## src/verilog/dwt_defs.svh

```systemverilog
// register offsets, key values, reset values and control fields of the dual watchdog
`ifndef DWT_DEFS_SVH
`define DWT_DEFS_SVH

// software watchdog register offsets
`define DWT_SW_LOAD 8'h00
`define DWT_SW_VALUE 8'h04
`define DWT_SW_KICK 8'h08
`define DWT_SW_CTL 8'h0C
`define DWT_SW_RIS 8'h10
`define DWT_SW_KEY 8'h14
`define DWT_SW_DIV 8'h18

// hardware watchdog register offsets
`define DWT_HW_LOAD 8'h40
`define DWT_HW_VALUE 8'h44
`define DWT_HW_KICK 8'h48
`define DWT_HW_CTL 8'h4C
`define DWT_HW_RIS 8'h50
`define DWT_HW_KEY 8'h54

// key values written to the access key registers
`define DWT_UNLOCK_KEY 32'h1ACCE551
`define DWT_CTL_KEY 32'hE5331AAE

// reset values
`define DWT_SW_LOAD_RST 32'hFFFFFFFF
`define DWT_HW_LOAD_RST 32'h0000FFFF
`define DWT_SW_CTL_RST 2'h0
`define DWT_HW_CTL_RST 2'h3
`define DWT_SW_DIV_RST 8'h00

// control register fields
`define DWT_CTL_IRQ_BIT 0
`define DWT_CTL_RST_BIT 1

`endif

```

## src/verilog/dwt_pkg.sv

```systemverilog
// types shared by the dual watchdog modules
package dwt_pkg;

   // hardware watchdog access state
   typedef enum logic [1:0] {
      DWT_LOCKED,
      DWT_OPEN,
      DWT_CTL_OPEN
   } dwt_lock_t;

   // state of one watchdog counter
   typedef struct packed {
      logic [31:0] count;
      logic irq;
      logic rst_req;
      logic run;
   } dwt_core_st_t;

   // state of the register block
   typedef struct packed {
      logic pready;
      logic pslverr;
      logic [31:0] prdata;
      logic [31:0] sw_load;
      logic [1:0] sw_ctl;
      logic sw_locked;
      logic [7:0] sw_div;
      logic [7:0] sw_div_cnt;
      logic sw_tick;
      logic sw_reload;
      logic [31:0] hw_load;
      logic [1:0] hw_ctl;
      dwt_lock_t hw_lock;
      logic hw_kick_half;
      logic [7:0] hw_kick_val;
      logic hw_reload;
      logic osc_s1;
      logic osc_s2;
      logic osc_s3;
      logic hw_tick;
   } dwt_top_st_t;

endpackage

```

## src/verilog/dwt_core.sv

```systemverilog
// one watchdog down counter with underflow interrupt and reset request
`timescale 1ns/1ns
`default_nettype none

module dwt_core #(
   parameter logic [31:0] COUNT_RST = 32'h00000000
) (
   input wire logic pclk,
   input wire logic presetn,
   input wire logic tick,
   input wire logic enable,
   input wire logic rst_en,
   input wire logic reload,
   input wire logic [31:0] load_val,
   output logic [31:0] count,
   output logic irq,
   output logic rst_req
);

   dwt_pkg::dwt_core_st_t st;
   dwt_pkg::dwt_core_st_t next_st;
   logic start;
   logic under;

   // counting, reload, interrupt and reset decisions
   always_comb begin
      next_st = st;
      start = enable && !st.run;
      under = enable && st.run && tick && (st.count == 32'h00000000);
      next_st.run = enable;
      if (start || (enable && reload) || under) begin
         next_st.count = load_val;
      end else if (enable && tick) begin
         next_st.count = st.count - 32'h00000001;
      end
      if (enable && reload) begin
         next_st.irq = 1'b0;
      end
      if (under) begin
         next_st.irq = 1'b1;
         if (st.irq && rst_en) begin
            next_st.rst_req = 1'b1;
         end
      end
   end

   // state register
   always_ff @(posedge pclk or negedge presetn) begin
      if (!presetn) begin
         st <= '{count: COUNT_RST, irq: 1'b0, rst_req: 1'b0, run: 1'b0};
      end else begin
         st <= next_st;
      end
   end

   assign count = st.count;
   assign irq = st.irq;
   assign rst_req = st.rst_req;
endmodule

`default_nettype wire

```

## src/verilog/dwt_top.sv

```systemverilog
// dual watchdog: apb registers, locks, prescaler, oscillator sync and two counters
`timescale 1ns/1ns
`default_nettype none
`include "dwt_defs.svh"

// Overview of operation
// - each value register reads the live down counter
// - underflow raises interrupt and reset as the control enables select
// - interrupt enable off stops; interrupt only; both: interrupt then reset
// - setting the interrupt enable starts the counter
// - software registers start unlocked; any non-key value locks them
// - any write to software kick reloads the counter while unlocked
// - software watchdog stays unlocked after a kick
// - software watchdog stops on interrupt enable zero or any reset
// - hardware load is 32 bits, counts oscillator ticks, resets to 0000FFFF
// - key write opens all hardware registers except control
// - control opens only after key then second key; wrong value restarts
// - hardware kick needs an 8-bit value then its inverse
// - hardware counter reloads on kick, zero, load write, restart
// - hardware value reads may be inexact; software reads twice
// - hardware registers relock after a kick
// - hardware watchdog stops on interrupt enable zero after double unlock
// - each status register shows a pending interrupt
// - software counter reloads on kick, zero, load write, restart
// - software load is 32 bits and resets to all ones
// - hardware counts low-speed oscillator; software counts divided bus clock
// - hardware watchdog runs from reset without software
module dwt_top (
   input wire logic pclk,
   input wire logic presetn,
   input wire logic psel,
   input wire logic penable,
   input wire logic pwrite,
   input wire logic [7:0] paddr,
   input wire logic [31:0] pwdata,
   output logic [31:0] prdata,
   output logic pready,
   output logic pslverr,
   input wire logic low_speed_osc_clock,
   output logic sw_irq,
   output logic sw_wdg_reset,
   output logic hw_irq,
   output logic hw_wdg_reset
);

   dwt_pkg::dwt_top_st_t st;
   dwt_pkg::dwt_top_st_t next_st;
   logic acc;
   logic wr;
   logic mapped;
   logic [31:0] rd;
   logic [31:0] sw_count;
   logic [31:0] hw_count;
   logic sw_pend;
   logic hw_pend;

   // read decode
   always_comb begin
      mapped = 1'b1;
      rd = 32'h00000000;
      case (paddr)
         `DWT_SW_LOAD: begin
            rd = st.sw_load;
         end
         `DWT_SW_VALUE: begin
            rd = sw_count;
         end
         `DWT_SW_KICK: begin
            rd = 32'h00000000;
         end
         `DWT_SW_CTL: begin
            rd = {30'h00000000, st.sw_ctl};
         end
         `DWT_SW_RIS: begin
            rd = {31'h00000000, sw_pend};
         end
         `DWT_SW_KEY: begin
            rd = {31'h00000000, st.sw_locked};
         end
         `DWT_SW_DIV: begin
            rd = {24'h000000, st.sw_div};
         end
         `DWT_HW_LOAD: begin
            rd = st.hw_load;
         end
         `DWT_HW_VALUE: begin
            rd = hw_count;
         end
         `DWT_HW_KICK: begin
            rd = 32'h00000000;
         end
         `DWT_HW_CTL: begin
            rd = {30'h00000000, st.hw_ctl};
         end
         `DWT_HW_RIS: begin
            rd = {31'h00000000, hw_pend};
         end
         `DWT_HW_KEY: begin
            rd = {31'h00000000, st.hw_lock == dwt_pkg::DWT_LOCKED};
         end
         default: begin
            mapped = 1'b0;
         end
      endcase
   end

   // bus handshake, prescaler, oscillator sync and register writes
   always_comb begin
      next_st = st;
      acc = psel && penable;
      wr = acc && st.pready && pwrite;
      next_st.pready = acc && !st.pready;
      next_st.pslverr = acc && !st.pready && !mapped;
      if (acc && !st.pready) begin
         next_st.prdata = pwrite ? 32'h00000000 : rd;
      end
      next_st.sw_reload = 1'b0;
      next_st.hw_reload = 1'b0;

      // software count tick from the divided bus clock
      if (st.sw_div_cnt == st.sw_div) begin
         next_st.sw_div_cnt = 8'h00;
         next_st.sw_tick = 1'b1;
      end else begin
         next_st.sw_div_cnt = st.sw_div_cnt + 8'h01;
         next_st.sw_tick = 1'b0;
      end

      // oscillator pin: two flops, then edge detect on the second
      next_st.osc_s1 = low_speed_osc_clock;
      next_st.osc_s2 = st.osc_s1;
      next_st.osc_s3 = st.osc_s2;
      next_st.hw_tick = st.osc_s2 && !st.osc_s3;

      if (wr) begin
         case (paddr)
            `DWT_SW_KEY: begin
               next_st.sw_locked = (pwdata != `DWT_UNLOCK_KEY);
            end
            `DWT_SW_LOAD: begin
               if (!st.sw_locked) begin
                  next_st.sw_load = pwdata;
                  next_st.sw_reload = 1'b1;
               end
            end
            `DWT_SW_KICK: begin
               if (!st.sw_locked) begin
                  next_st.sw_reload = 1'b1;
               end
            end
            `DWT_SW_CTL: begin
               if (!st.sw_locked) begin
                  next_st.sw_ctl = pwdata[1:0];
               end
            end
            `DWT_SW_DIV: begin
               if (!st.sw_locked) begin
                  next_st.sw_div = pwdata[7:0];
               end
            end
            `DWT_HW_KEY: begin
               next_st.hw_kick_half = 1'b0;
               if (pwdata == `DWT_UNLOCK_KEY) begin
                  next_st.hw_lock = dwt_pkg::DWT_OPEN;
               end else if (pwdata == `DWT_CTL_KEY && st.hw_lock == dwt_pkg::DWT_OPEN) begin
                  next_st.hw_lock = dwt_pkg::DWT_CTL_OPEN;
               end else begin
                  next_st.hw_lock = dwt_pkg::DWT_LOCKED;
               end
            end
            `DWT_HW_LOAD: begin
               if (st.hw_lock != dwt_pkg::DWT_LOCKED) begin
                  next_st.hw_load = pwdata;
                  next_st.hw_reload = 1'b1;
               end
               next_st.hw_lock = dwt_pkg::DWT_LOCKED;
               next_st.hw_kick_half = 1'b0;
            end
            `DWT_HW_CTL: begin
               if (st.hw_lock == dwt_pkg::DWT_CTL_OPEN) begin
                  next_st.hw_ctl = pwdata[1:0];
               end
               next_st.hw_lock = dwt_pkg::DWT_LOCKED;
               next_st.hw_kick_half = 1'b0;
            end
            `DWT_HW_KICK: begin
               if (st.hw_lock != dwt_pkg::DWT_LOCKED) begin
                  if (!st.hw_kick_half) begin
                     next_st.hw_kick_half = 1'b1;
                     next_st.hw_kick_val = pwdata[7:0];
                  end else begin
                     if (pwdata[7:0] == ~st.hw_kick_val) begin
                        next_st.hw_reload = 1'b1;
                     end
                     next_st.hw_lock = dwt_pkg::DWT_LOCKED;
                     next_st.hw_kick_half = 1'b0;
                  end
               end
            end
            default: begin
            end
         endcase
      end
   end

   // state register
   always_ff @(posedge pclk or negedge presetn) begin
      if (!presetn) begin
         st <= '{
            pready: 1'b0,
            pslverr: 1'b0,
            prdata: 32'h00000000,
            sw_load: `DWT_SW_LOAD_RST,
            sw_ctl: `DWT_SW_CTL_RST,
            sw_locked: 1'b0,
            sw_div: `DWT_SW_DIV_RST,
            sw_div_cnt: 8'h00,
            sw_tick: 1'b0,
            sw_reload: 1'b0,
            hw_load: `DWT_HW_LOAD_RST,
            hw_ctl: `DWT_HW_CTL_RST,
            hw_lock: dwt_pkg::DWT_LOCKED,
            hw_kick_half: 1'b0,
            hw_kick_val: 8'h00,
            hw_reload: 1'b0,
            osc_s1: 1'b0,
            osc_s2: 1'b0,
            osc_s3: 1'b0,
            hw_tick: 1'b0
         };
      end else begin
         st <= next_st;
      end
   end

   // software watchdog counter
   dwt_core #(
      .COUNT_RST(`DWT_SW_LOAD_RST)
   ) u_sw (
      .pclk(pclk),
      .presetn(presetn),
      .tick(st.sw_tick),
      .enable(st.sw_ctl[`DWT_CTL_IRQ_BIT]),
      .rst_en(st.sw_ctl[`DWT_CTL_RST_BIT]),
      .reload(st.sw_reload),
      .load_val(st.sw_load),
      .count(sw_count),
      .irq(sw_pend),
      .rst_req(sw_wdg_reset)
   );

   // hardware watchdog counter, running from reset
   dwt_core #(
      .COUNT_RST(`DWT_HW_LOAD_RST)
   ) u_hw (
      .pclk(pclk),
      .presetn(presetn),
      .tick(st.hw_tick),
      .enable(st.hw_ctl[`DWT_CTL_IRQ_BIT]),
      .rst_en(st.hw_ctl[`DWT_CTL_RST_BIT]),
      .reload(st.hw_reload),
      .load_val(st.hw_load),
      .count(hw_count),
      .irq(hw_pend),
      .rst_req(hw_wdg_reset)
   );

   // outputs from state flops
   assign prdata = st.prdata;
   assign pready = st.pready;
   assign pslverr = st.pslverr;
   assign sw_irq = sw_pend;
   assign hw_irq = hw_pend;
endmodule

`default_nettype wire

```

## config.mk

```make
export PLATFORM = sky130hd
export DESIGN_NAME = dwt_top
export DESIGN_NICKNAME = d
export VERILOG_FILES = /design/src/verilog/dwt_pkg.sv /design/src/verilog/dwt_core.sv /design/src/verilog/dwt_top.sv
export VERILOG_INCLUDE_DIRS = /design/src /design/src/verilog
export SDC_FILE = /design/constraint.sdc
export NUM_CORES = 1
export LEC_CHECK = 0
export BUFFER_PORTS_ARGS = -buffer_cell sky130_fd_sc_hd__clkbuf_2
export CORE_ASPECT_RATIO = 1.2
export CORE_MARGIN = 4
export CORE_UTILIZATION = 61
export CTS_CLUSTER_DIAMETER = 100
export DETAILED_ROUTE_END_ITERATION = 6
export HOLD_SLACK_MARGIN = 0.1
export MAX_ROUTING_LAYER = met4
export PLACE_DENSITY_LB_ADDON = 0.25
export SLEW_MARGIN = 20
export SYNTH_ARGS = -nofsm -noshare
export SYNTH_HDL_FRONTEND = slang
export SYNTH_SLANG_ARGS = --single-unit
```

## constraint.sdc

```tcl
create_clock -name pclk -period 3.3 [get_ports pclk]
set_clock_uncertainty 0.05 [all_clocks]
set_input_delay 0 -clock pclk [delete_from_list [all_inputs] [get_ports pclk]]
set_output_delay 0 -clock pclk [all_outputs]
set_load 0.01 [all_outputs]
```

==> results_dict.tcl <==
set metrics [dict create \
    dp.cells 1225 \
    outcome "completed" \
    critPathArrivalTime_ps 3160 \
    clock_path_buffers 3 \
    rsz0062_at_grt "no" \
    ys_seq_area_share_pct 49.5 \
    overflow 0 \
    avgViaCountPerCell 6.51 \
    die_w_um 129 \
    numCtsBuffers 22 \
    clock-sinks 207 \
    slew_headroom_pct 36.5 \
    antenna_found_initial 0 \
    startpoint "pready$_DFF_PN0_" \
    hold_depth 5 \
    grt_pass1_wl_mm 47.7 \
    clk_latency_ps 500 \
    p_leak_uw 0.00520 \
    syn_to_final_growth_pct 15.5 \
    worstPathRequired_ps 3630 \
    yosys-top-cells-area "dfrtp_1 (25%), dfstp_2 (24%), mux2_2 (8.3%)" \
    r2r_start "pready$_DFF_PN0_" \
    min_from "paddr[6]" \
    fin_cells 1313 \
    initial_utilization_pct 62.9 \
    ios 84 \
    syn_nets 1036 \
    synth_top_area_cell "dfrtp_1" \
    vias 8550 \
    grt_pass1_vias 8584 \
    track_usage_pct 31.7 \
    cts_max_level 1 \
    report.final.slew_viol_count 0 \
    synthArstFlopShare_pct 100 \
    ff2ff_setup_slack_ps 470 \
    yosysTopAreaCellShare_pct 25.4 \
    end_kind "register" \
    dieArea_um2 19800 \
    synth_edf_count 0 \
    synth-seq-cells 207 \
    drt_iter0_markers 704 \
    tns_ps 0 \
    place_congestion 0.945 \
    syn_area_per_cell_um2 10.9 \
    num_rows 52 \
    drv_cap 0 \
    drt_wl_total_mm 30.6 \
    fin_crit_sh_pct 85.8 \
    core_area_um2 17000 \
    clk_pin_slew_ps 60 \
    power_density_nw_per_um2 453 \
    worst_pin_slew_ps 953 \
    critPathLaunchType "register" \
    nFillCells 1176 \
    io_buffer_count 83 \
    criticalPathCategory "register to register" \
    firstDrtPassIters 6 \
    synth-warning-count 0 \
    ir_drop_mv 0.378 \
    synth_area_um2 10700 \
    drc 0 \
    fp.dieH_um 153 \
    finalHoldViolations 0 \
    min_path_type "input pin to register" \
    fin_crit_ps 2830 \
    synth_flop_cell "dfrtp_1" \
    final_layout_size_suffix_gt1_share_pct 31.0 \
    critPathCapture "st[6]$_DFFE_PN0P_" \
    hpwlAfterDp_mm 20.6 \
    antenna_cells 0 \
    ctsRootBufferMaster "clkbuf_16" \
    fmax_mhz 353 \
    setup_viol 0 \
    grt_max_degree 119 \
    antenna_left 0 \
    post-cts-setup-buffers 0 \
    nNetsFinal 1130 \
    reg2reg_to "st[6]$_DFFE_PN0P_" \
    wire_per_inst_um 23.3 \
    synth_cell_type_count 58 \
    cp_max_fo 9 \
    cts_tree "built" \
    hold_slack_ps 162 \
    worstRegToRegCells 5 \
    synth_cells 987 \
]
-- cells by family (layout without fill, tap and decap cells) --
logic type               Yosys count  after routing  share of synthesized area (%)
AO/OA/AOI/OAI                    209            209                           13.3
XOR/XNOR                          80             80                           6.54
adder cells (fa/ha/maj)            3              3                          0.350
buffers and inverters             96            206                           4.69
flip-flops                       207            207                           49.5
multiplexers                     105            105                           11.1
AND/OR/NAND/NOR                  287            287                           14.6
-- critical path, cell delays in order, from the launching register on --
cell and delay, ps:
dfrtp_1 390, nand4_1 250, dlygate4sd3_1 660, or2_2 350, or3_1 620, mux2_4 400
-- flip-flops by register name, summed over array words and instances (netlist names), 2 cells and up --
name and cells:
u_sw.count 32, prdata 32, u_hw.count 32, next_st 2, st 101
-- worst min-delay path by stage --
stage / to
after CTS: st[13]$_DFFE_PN0P_
final: st[13]$_DFFE_PN0P_
after floorplan: next_st[1]$_DFF_PN0_
after global routing: st[13]$_DFFE_PN0P_
after global placement: next_st[2]$_DFF_PN0_
after detailed placement: next_st[2]$_DFF_PN0_
-- placed cells by master, fill, tap and decap left out, types with 4 or more instances in the layout --
cell and n:
a21oi_1 12, a222oi_1 6, a22o_1 35, a22oi_1 42
buf_4 23, clkbuf_1 5, clkbuf_16 23, clkbuf_2 82
clkbuf_8 6, clkinv_2 4, dfrtp_1 109, dfstp_2 98
dlygate4sd3_1 48, inv_1 10, mux2_2 79, mux2_4 8
mux2i_1 18, nand2_1 80, nand3_1 21, nand3b_1 4
nand4_1 16, nor2_1 36, nor2b_1 10, nor3_1 33
nor3b_1 5, nor4_1 26, nor4b_1 6, nor4bb_1 8
o21ai_0 77, o22ai_1 17, or3_1 15, or4_1 4
xnor2_1 59, xor2_1 21
-- routing by layer --
metal	vias up	routed length, um	track usage [%]	share of wire [%]
li1	3794	-	-	-
met1	4223	11800	39.0	39
met2	421	14700	50.2	48
met3	112	2080	4.82	6.8
met4	0	1960	16.9	6.4
met5	-	0	-	0
-- what timing repair did --
item,in CTS,in global routing
gates resized for setup,0,0
hold endpoints to repair,221,0
hold buffers,48,0
-- area by class of cell --
class | count | area, um^2 | area share (%)
tap | 216 | 270 | 2.18
timing repair buffer | 156 | 1120 | 9.03
clock inverter | 7 | 31.3 | 0.253
clock buffer | 33 | 663 | 5.36
inverter | 10 | 37.5 | 0.303
sequential | 207 | 5300 | 42.8
multi-input combinational | 684 | 4960 | 40.0
-- power by group --
group / leakage [uW] / switching [uW] / internal, uW / total [uW]
registers: 0.00251 / 78.6 / 2640 / 2710
logic: 0.00234 / 342 / 188 / 530
clock network: 0.000346 / 985 / 1380 / 2370
total: 0.00520 / 1410 / 4210 / 5610
-- synthesized netlist by cell type, types with 4 or more instances --
cell / number
mux2i_1: 18
nand3_1: 21
a22o_1: 35
nor3b_1: 5
mux2_4: 8
inv_1: 10
o21ai_0: 77
buf_1: 5
dfrtp_1: 109
xnor2_1: 59
nand3b_1: 4
clkbuf_1: 38
nor3_1: 34
nand2_1: 80
nor4bb_1: 8
nor2b_1: 10
a21oi_1: 12
o22ai_1: 17
a222oi_1: 6
mux2_2: 79
buf_4: 33
or3_1: 15
nor4_1: 27
nand4_1: 16
a22oi_1: 42
or4_1: 4
buf_2: 9
xor2_1: 21
dfstp_2: 98
nor4b_1: 7
nor2_1: 36
-- per-stage QoR --
stage               utilization (%)  worst slack [ps]  area [um^2]  power (uW)
floorplan                         -               976        10700        3000
CTS                            72.6               571        12400        5640
global route                   72.6               215        12400        5820
finish                         72.6               469        12400        5610
detailed placement             65.7               606        11200        3230
global placement               65.7               777        11200        3220
(Power assumes the default switching activity.)
